`config.mk`:
```
export PLATFORM = sky130hd
export DESIGN_NAME = sarc_top
export DESIGN_NICKNAME = d
export VERILOG_FILES = /design/src/verilog/sarc_pkg.sv /design/src/verilog/sarc_sync.sv /design/src/verilog/sarc_top.sv
export VERILOG_INCLUDE_DIRS = /design/src /design/src/verilog
export SDC_FILE = /design/constraint.sdc
export NUM_CORES = 1
export LEC_CHECK = 0
export ABC_AREA = 1
export BUFFER_PORTS_ARGS = -buffer_cell sky130_fd_sc_hd__buf_2
export CAP_MARGIN = 20
export CORE_MARGIN = 10
export CORE_UTILIZATION = 40
export DETAILED_ROUTE_END_ITERATION = 16
export MAX_ROUTING_LAYER = met4
export PLACE_DENSITY = 0.59
export SKIP_LAST_GASP = 1
export SYNTH_ARGS = -nofsm -noshare
export SYNTH_HDL_FRONTEND = slang
export SYNTH_HIERARCHICAL = 1
export SYNTH_SLANG_ARGS = --single-unit
```
`constraint.sdc`:
```
create_clock -name clk -period 3.3 [get_ports clk]
set_clock_uncertainty 0.05 [all_clocks]
set_input_delay 0.66 -clock clk [delete_from_list [all_inputs] [get_ports clk]]
set_output_delay 0.66 -clock clk [all_outputs]
set_load 0.005 [all_outputs]
```
`src/verilog/sarc_cfg.svh`:
```
`ifndef SARC_CFG_SVH
`define SARC_CFG_SVH
// Overview of operation
// A start strobe during a conversion abandons it and starts afresh.
// An aborted conversion leaves the result latch unchanged.
// On restart the active-low completion flag stays high for the abandoned run.
// Free-running use ties select low and write to the completion output.
// Free-running use needs one forced low pulse on write after power-up.
// Conversion clock comes from host clock or from the on-chip RC oscillator; this design takes it only from clk through the DIV divider.
// Result is an 8-bit unsigned code, one step equals span over 256.
// Host lengthens bus cycles under heavy load and fast clocks.
// Host drives select, read and write straight from its bus strobes.
// Completion loads the latch and drops the flag; read or start raises it.
// Data bus is driven only while select and read are both low; this design follows them through two sync stages and an output register.
`define SARC_DATA_W     8
`define SARC_RESULT_RST 8'h00
`define SARC_CONV_DIV   4
`endif

```
`src/verilog/sarc_pkg.sv`:
```
package sarc_pkg;
   typedef enum logic [1:0] {
      SARC_IDLE = 2'b00,
      SARC_CONV = 2'b01
   } sarc_state_t;
   typedef struct packed {
      logic csN;
      logic rdN;
      logic wrN;
   } sarc_strobe_t;
endpackage

```
`src/verilog/sarc_sync.sv`:
```
`timescale 1ns/10ps
module sarc_sync #(
   parameter int WIDTH = 1
) (
   input  wire logic             clk,
   input  wire logic             reset,
   input  wire logic [WIDTH-1:0] async,
   output logic      [WIDTH-1:0] sync
);
   logic [WIDTH-1:0] meta_q;
   always_ff @(posedge clk or posedge reset) begin
      if (reset) begin
         meta_q <= '1;
         sync   <= '1;
      end else begin
         meta_q <= async;
         sync   <= meta_q;
      end
   end
endmodule

```
`src/verilog/sarc_top.sv`:
```
`timescale 1ns/10ps
`include "sarc_cfg.svh"
module sarc_top import sarc_pkg::*; #(
   parameter int DIV = `SARC_CONV_DIV
) (
   input  wire logic                     clk,
   input  wire logic                     reset,
   input  wire sarc_strobe_t             strobeN,
   input  wire logic                     compIn,
   output logic                          doneIrqN,
   output logic [`SARC_DATA_W-1:0]       dataOut,
   output logic                          dataOeN,
   output logic [`SARC_DATA_W-1:0]       trialCode
);
   // ====================================================
   // Pin synchronisation
   // ====================================================
   // Comparator answer trails the trial code by one output register and two sync stages,
   // so a bit may only be decided after four clocks; the divider counter is 16 bits wide
   if (DIV < 4 || DIV > 65536) begin : g_divCheck
      $error("DIV must lie between 4 and 65536");
   end
   logic [3:0] pinSync;
   sarc_sync #(.WIDTH(4)) uSync (
      .clk   (clk),
      .reset (reset),
      .async ({strobeN.csN, strobeN.rdN, strobeN.wrN, compIn}),
      .sync  (pinSync)
   );
   logic csN, rdN, wrN, comp;
   assign {csN, rdN, wrN, comp} = pinSync;
   // ====================================================
   // Strobe decode
   // ====================================================
   logic wrAct_q, startPulse, readAct;
   always_ff @(posedge clk or posedge reset) begin
      if (reset) wrAct_q <= 1'b0;
      else       wrAct_q <= ~csN & ~wrN;
   end
   // Start fires on the rising edge so the run begins after the strobe ends
   assign startPulse = wrAct_q & ~(~csN & ~wrN);
   assign readAct    = ~csN & ~rdN;
   // ====================================================
   // Sequencer, conversion clock from clk by divider
   // ====================================================
   sarc_state_t state_q;
   logic [7:0]  sar_q, result_q;
   logic [2:0]  bit_q;
   logic [15:0] div_q;
   logic        tick;
   assign tick = (div_q == 16'(DIV - 1));
   always_ff @(posedge clk or posedge reset) begin
      if (reset)                          div_q <= 16'h0000;
      else if (startPulse || tick)        div_q <= 16'h0000;
      else                                div_q <= div_q + 16'h0001;
   end
   always_ff @(posedge clk or posedge reset) begin
      if (reset) begin
         state_q <= SARC_IDLE;
         sar_q   <= 8'h80;
         bit_q   <= 3'h7;
      end else if (startPulse) begin
         state_q <= SARC_CONV;
         sar_q   <= 8'h80;
         bit_q   <= 3'h7;
      end else if (state_q == SARC_CONV && tick) begin
         case (bit_q)
            3'h0: begin
               state_q <= SARC_IDLE;
            end
            default: begin
               bit_q <= bit_q - 3'h1;
               sar_q <= sar_q | (8'h01 << (bit_q - 3'h1));
            end
         endcase
         // Comparator says trial too high: drop the bit just tried
         if (!comp) sar_q[bit_q] <= 1'b0;
      end
   end
   logic doneEv;
   assign doneEv = (state_q == SARC_CONV) && tick && (bit_q == 3'h0) && !startPulse;
   always_ff @(posedge clk or posedge reset) begin
      if (reset) result_q <= `SARC_RESULT_RST;
      else if (doneEv) result_q <= {sar_q[7:1], comp ? sar_q[0] : 1'b0};
   end
   // ====================================================
   // Completion flag, bus outputs
   // ====================================================
   always_ff @(posedge clk or posedge reset) begin
      if (reset)           doneIrqN <= 1'b1;
      else if (doneEv)     doneIrqN <= 1'b0;
      else if (startPulse) doneIrqN <= 1'b1;
      else if (readAct)    doneIrqN <= 1'b1;
      else if (wrAct_q)    doneIrqN <= 1'b1;
   end
   always_ff @(posedge clk or posedge reset) begin
      if (reset) begin
         dataOeN   <= 1'b1;
         dataOut   <= 8'h00;
         trialCode <= 8'h00;
      end else begin
         dataOeN   <= ~readAct;
         dataOut   <= readAct ? result_q : 8'h00;
         trialCode <= sar_q;
      end
   end
   // ====================================================
   // Checks
   // ====================================================
   property p_restart;
      @(posedge clk) disable iff (reset) startPulse |=> state_q == SARC_CONV && bit_q == 3'h7;
   endproperty
   a_restart: assert property (p_restart) else $error("restart did not reset sequencer");
   property p_keep;
      @(posedge clk) disable iff (reset) !doneEv |=> $stable(result_q);
   endproperty
   a_keep: assert property (p_keep) else $error("result changed without completion");
   property p_nodone;
      @(posedge clk) disable iff (reset) startPulse |=> doneIrqN;
   endproperty
   a_nodone: assert property (p_nodone) else $error("flag low after restart");
   property p_done;
      @(posedge clk) disable iff (reset) doneEv |=> !doneIrqN && state_q == SARC_IDLE;
   endproperty
   a_done: assert property (p_done) else $error("completion not signalled");
   property p_oe;
      @(posedge clk) disable iff (reset) !dataOeN |-> $past(readAct);
   endproperty
   a_oe: assert property (p_oe) else $error("bus driven without read");
   property p_tick;
      @(posedge clk) disable iff (reset) tick |=> div_q == 16'h0000;
   endproperty
   a_tick: assert property (p_tick) else $error("divider not wrapped");
   property p_msb;
      @(posedge clk) disable iff (reset) startPulse |=> sar_q == 8'h80;
   endproperty
   a_msb: assert property (p_msb) else $error("trial does not start at midscale");
   property p_rel;
      @(posedge clk) disable iff (reset) (readAct && !doneEv) |=> doneIrqN;
   endproperty
   a_rel: assert property (p_rel) else $error("read did not release flag");
   // ====================================================
   // Further checks on sequencer, flag and bus outputs
   // ====================================================
   property p_idleHold;
      @(posedge clk) disable iff (reset) (state_q == SARC_IDLE && !startPulse) |=> state_q == SARC_IDLE;
   endproperty
   a_idleHold: assert property (p_idleHold) else $error("sequencer left idle without start");

   property p_legal;
      @(posedge clk) disable iff (reset) state_q == SARC_IDLE || state_q == SARC_CONV;
   endproperty
   a_legal: assert property (p_legal) else $error("sequencer in unknown state");

   property p_bitStep;
      @(posedge clk) disable iff (reset)
         (state_q == SARC_CONV && tick && bit_q != 3'h0 && !startPulse) |=> bit_q == $past(bit_q) - 3'h1;
   endproperty
   a_bitStep: assert property (p_bitStep) else $error("trial bit did not step down");

   property p_divRun;
      @(posedge clk) disable iff (reset) (!tick && !startPulse) |=> div_q == $past(div_q) + 16'h0001;
   endproperty
   a_divRun: assert property (p_divRun) else $error("divider did not count");

   property p_divRange;
      @(posedge clk) disable iff (reset) div_q <= 16'(DIV - 1);
   endproperty
   a_divRange: assert property (p_divRange) else $error("divider out of range");

   property p_oeData;
      @(posedge clk) disable iff (reset) !dataOeN |-> dataOut == $past(result_q);
   endproperty
   a_oeData: assert property (p_oeData) else $error("bus shows other than the latch");

   property p_quiet;
      @(posedge clk) disable iff (reset) dataOeN |-> dataOut == 8'h00;
   endproperty
   a_quiet: assert property (p_quiet) else $error("data present while bus released");

   property p_flagHold;
      @(posedge clk) disable iff (reset) (!doneIrqN && !startPulse && !readAct && !wrAct_q) |=> !doneIrqN;
   endproperty
   a_flagHold: assert property (p_flagHold) else $error("flag released without read or start");

   property p_flagHigh;
      @(posedge clk) disable iff (reset) (doneIrqN && !doneEv) |=> doneIrqN;
   endproperty
   a_flagHigh: assert property (p_flagHigh) else $error("flag dropped without completion");

   property p_wrRaise;
      @(posedge clk) disable iff (reset) (wrAct_q && !doneEv) |=> doneIrqN;
   endproperty
   a_wrRaise: assert property (p_wrRaise) else $error("write strobe did not raise flag");

   c_done:    cover property (@(posedge clk) doneEv);
   c_late:    cover property (@(posedge clk) startPulse && state_q == SARC_CONV && bit_q == 3'h0);
   c_restart: cover property (@(posedge clk) startPulse && state_q == SARC_CONV);
   c_read:    cover property (@(posedge clk) readAct && !doneIrqN);
endmodule

```
# == After elaboration in Yosys (flattened, before gate mapping) ==
# Cells that the tools add are included.
# totals
inputBits,6
wordCells,64
out_inout_bits,18
register_bits,64
# op_classes
bitwise_logic,11
add_sub_neg,2
n_reduce_logical,12
magnitude_cmp,2
mux,21
eq_ne,3
n_shift,1
# ops
op,n
$mux 8,7
$add 16x1->16 const B,1
$eq 16x2->1 const B,1
$mux 16,1
$mux 3,3
$and 8x8->8,1
$not 8->8,1
$or 8x8->8,1
$shl 1x3->8 const A,1
$mux 1,6
$mux 2,3
$not 1->1,5
$logic_and 1x1->1,4
$lt 3x4->1 const B,1
$reduce_and 2->1,2
$reduce_bool 2->1,2
$reduce_bool 4->1,1
$and 1x1->1,3
$demux 1 s3,1
$ge 3x1->1 const B,1
$logic_not 3->1,1
$sub 3x1->3 const B,1
$eq 2x1->1 const B,1
$ne 2x2->1 const B,1
other kinds (2),2

# == Depth between registers and ports, before layout ==
# logic_depth
depth_word,10
mapped_depth,10
ltp_nobuf,10

# == Modules after synthesis ==
# The synthesis kept the hierarchy.
# by_module_without_submodules
mod,cells_per_inst,area_each_um2,n_inst,seq_area_each_um2
sarc_top,288,2514.9,1,1383.8
sarc_sync,9,214.0,1,210.2

# == Worst setup path before layout ==
# OpenSTA, ideal clock, no wires.
# synth_timing
kind,register -> register
from,register bit_q[0]
to,register result_q[0]
path_buffers,1
path_slack_ns,1.628
setup_ns,0.121
arrival_ns,1.501
path_stages_with_launch,10
required_ns,3.129
path_cell_list,dfstp_2 > inv_1 > ha_1 > nand2_1 > inv_1 > nand2_1 > nor2_4 > buf_6 > nand3_2 > nand2_2
# synth_between
elab_chain_len,3
# synth_rtl
item,line_no,source
from (decl),sarc_top.sv:48,logic [2:0] bit_q;
from (signal assigned),sarc_top.sv:72,bit_q <= bit_q - 3'h1;
$logic_not 3->1,sarc_top.sv:81,assign doneEv = (state_q == SARC_CONV) && tick && (bit_q == 3'h0) && !startPulse;
$logic_and 1x1->1 (2 in series),sarc_top.sv:81,
to (signal assigned),sarc_top.sv:83,if (reset) result_q <= `SARC_RESULT_RST;
to (signal assigned),sarc_top.sv:84,"else if (doneEv) result_q <= {sar_q[7:1], comp ? sar_q[0] : 1'b0};"
to (decl),sarc_top.sv:47,"logic [7:0] sar_q, result_q;"
# No other way between the ends.
# A chain may end at the register's enable or synchronous reset.

# == Final worst setup path ==
# layout_timing
from,register uSync.sync[3]
to,register result_q[2]
# layout_between
elab_chain_len,6
# layout_rtl
item,line_no,source
from (decl),sarc_sync.sv:8,output logic [WIDTH-1:0] sync
from (signal assigned),sarc_sync.sv:17,sync <= meta_q;
$not 1->1,sarc_top.sv:41,assign startPulse = wrAct_q & ~(~csN & ~wrN);
$and 1x1->1,sarc_top.sv:41,
$not 1->1,sarc_top.sv:41,
$and 1x1->1,sarc_top.sv:41,
$logic_not 1->1,sarc_top.sv:81,
$logic_and 1x1->1,sarc_top.sv:81,
# No other way between the ends.

==> flow_metrics.env <==
export IMPL_synth_cells=297
export IMPL_netlist_area_leader_share_pct=44.93
export IMPL_syn_area_um2=2729
export IMPL_crit_family="simple AND/OR/NAND/NOR gates"
export IMPL_power_leakage_nw=1.500
export IMPL_syn_nets=309
export IMPL_grt_overflow=0
export IMPL_layout_common_cells="nand2_1, dfrtp_1, nor2_1"
export IMPL_slowest_delay_ps=540
export IMPL_layout_commonest_cell="nand2_1"
export IMPL_drt_initial_drc_count=125
export IMPL_clk_latency_ps=340
export IMPL_rows=30
export IMPL_cts_tree="built"
export IMPL_fmax_mhz=519.8
export IMPL_die_y_um=102.6
export IMPL_synth_top_cells_by_area="dfrtp_1, dfstp_2, nand2_1, nor2_1, inv_1"
export IMPL_tightest_slew_ps=670.8
export IMPL_wl_per_cell_um=12.31
export IMPL_end_kind="register"
export IMPL_ctsHoldBuffers=0
export IMPL_cts_resized=0
export IMPL_io_buffers=23
export IMPL_crit_slowest_cell="o21ai_1"
export IMPL_ys_warnings_count=6
export IMPL_grt_max_degree=32
export IMPL_post_cts_buffers=0
export IMPL_path_depth=4
export IMPL_path_cells="o21ai_1 > nand2_1 > nor2_4 > o21ai_0"
export IMPL_outcome="completed"
export IMPL_powerDensity_nw_per_um2=753.3
export IMPL_cts_buffers=9
export IMPL_setup_viol=0
export IMPL_htreeDepth=3
export IMPL_clockRootBuffer="clkbuf_8"
export IMPL_critPathLaunchType="register"
export IMPL_dpl_hpwl_um=3540
export IMPL_die_area_um2=10530
export IMPL_grt_pass1_wl_um=8611
export IMPL_cp_max_fo=17
export IMPL_maxSlewHeadroom_pct=54.98
export IMPL_n_antenna_cell=0
export IMPL_antenna_found_initial=0
export IMPL_ys_seq_elements=63
export IMPL_grt_pass1_vias=1842
export IMPL_grt_usage_pct=10.92
export IMPL_antenna_left=0
export IMPL_ioPinCount=24
export IMPL_grt_setup_unrepaired="false"
export IMPL_yosysSeqAreaShare_pct=58.41
export IMPL_fin_tns_setup_ps=0
export IMPL_maxCapViolCount=0
export IMPL_totalWireLength_um=5072
export IMPL_worst_ep_arrival_time_ps=2080
export IMPL_drive_gt1_share_pct=20.18
export IMPL_vias=1961
export IMPL_hp_class="reg2reg"
export IMPL_clk_pin_slew_ps=70
export IMPL_first_pass_iters=4
export IMPL_avgViaCountPerCell=4.760
export IMPL_hold_viol_final=0
export IMPL_clock_sinks=63
export IMPL_avgSynthCellArea_um2=9.188
export IMPL_peakVddDrop_mv=0.2818
export IMPL_crit_type="reg2reg"
export IMPL_reg2reg_depth=4
export IMPL_fin_crit_ps=1924
export IMPL_clock_path_buffers=2
export IMPL_die_width_um=102.6
export IMPL_crit_required_ps=3460
export IMPL_area_growth_pct=13.94
export IMPL_routabilityCongestion=0.8922
export IMPL_fin_nets=339
export IMPL_ys_types=27
export IMPL_final_core_util_pct=46.28
export IMPL_remaining_drc_errors=0
export IMPL_finalMaxSlewViolations=0
export IMPL_core_um2=6719
export IMPL_synth_top_cell_by_area="dfrtp_1"
export IMPL_initial_core_util_pct=40.61
export IMPL_min_period_over_period_pct=58.30
export IMPL_crit_buf_inv=0
export IMPL_hold_depth=0
==> layout make-up <==
class / instances / area, um^2
fill: 641 / 3610
sequential: 63 / 1594
multi-input combinational: 190 / 949.7
inverter: 39 / 146.4
clock buffer: 9 / 123.9
timing repair buffer: 24 / 122.6
tap: 80 / 100.1
clock inverter: 7 / 72.57
==> metrics by stage <==
stage / cells / hold WS, ps / power (mW) / instance area (um^2) / setup WS (ps)
floorplan: 297 / 295.2 / 1.518 / 2729 / 1257
global placement: 396 / 295.4 / 1.696 / 2913 / 1461
detailed placement: 396 / 297.5 / 1.697 / 2913 / 1387
CTS: 412 / 308.5 / 2.375 / 3109 / 1382
global route: 412 / 308.6 / 2.529 / 3109 / 1140
finish: 412 / 305.9 / 2.342 / 3109 / 1376
==> synthesized netlist by cell type <==
| cell | n |
|---|---|
| nand3_2 | 1 |
| buf_6 | 2 |
| nor2_4 | 4 |
| buf_4 | 1 |
| a211oi_1 | 1 |
| and3_1 | 1 |
| xor2_1 | 4 |
| ha_1 | 6 |
| clkbuf_1 | 1 |
| dfstp_2 | 14 |
| nor2_1 | 41 |
| inv_2 | 1 |
| nand2_2 | 3 |
| inv_1 | 38 |
| o21ai_1 | 4 |
| buf_2 | 1 |
| nor3_1 | 10 |
| nand3_1 | 14 |
| dfrtp_1 | 49 |
| nand3_4 | 1 |
| a21oi_1 | 11 |
| nand2_1 | 59 |
| xnor2_1 | 2 |
| nor2_2 | 1 |
| or2_2 | 1 |
| o21ai_0 | 23 |
| nand4_1 | 3 |
==> logic make-up (layout without fill, tap and decap cells) <==
group / after synthesis / count (layout) / share of synthesized area [%]
simple gates: 139 / 139 / 22.88
flops: 63 / 63 / 58.41
fa+ha+maj: 6 / 6 / 2.751
compound gates: 39 / 39 / 7.244
buf+inv: 44 / 79 / 6.786
xor+xnor: 6 / 6 / 1.926
==> routing by layer <==
metal | track usage (%) | share of wire [%] | vias to the layer above
li1 | - | - | 991
met1 | 14.37 | 52 | 905
met2 | 14.28 | 40 | 54
met3 | 4.223 | 6.3 | 11
met4 | 5.206 | 2.1 | 0
met5 | - | 0 | -
==> sequential cells by signal, summed over array words and instances (netlist names) <==
name and cells:
div_q 16, dataOut 8, result_q 8, sar_q 8, trialCode 8, uSync/meta_q 4, uSync/sync 4, bit_q 3
dataOeN 1, doneIrqN 1, state_q 1, wrAct_q 1
==> where the power goes <==
part	internal [mW]	leakage (nW)	switching, mW
clock network	0.349	0.0956	0.309
logic	0.207	0.594	0.388
registers	0.967	0.811	0.123
==> final timing paths <==
| kind | startpoint | to | slack, ps |
|---|---|---|---|
| min reg2reg | uSync/meta_q[2]$_DFF_PP1_ | uSync/sync[2]$_DFF_PP1_ | 310 |
| min in group asynchronous | reset | sar_q[0]$_DFFE_PP0P_ | 320 |
| max reg2reg | uSync/sync[3]$_DFF_PP1_ | result_q[2]$_DFFE_PP0P_ | 1380 |
| max in group asynchronous | reset | doneIrqN$_DFFE_PP1P_ | 2060 |
| max | uSync/sync[3]$_DFF_PP1_ | result_q[2]$_DFFE_PP0P_ | 1380 |
| min | uSync/meta_q[2]$_DFF_PP1_ | uSync/sync[2]$_DFF_PP1_ | 310 |
(Power assumes the default switching activity.)
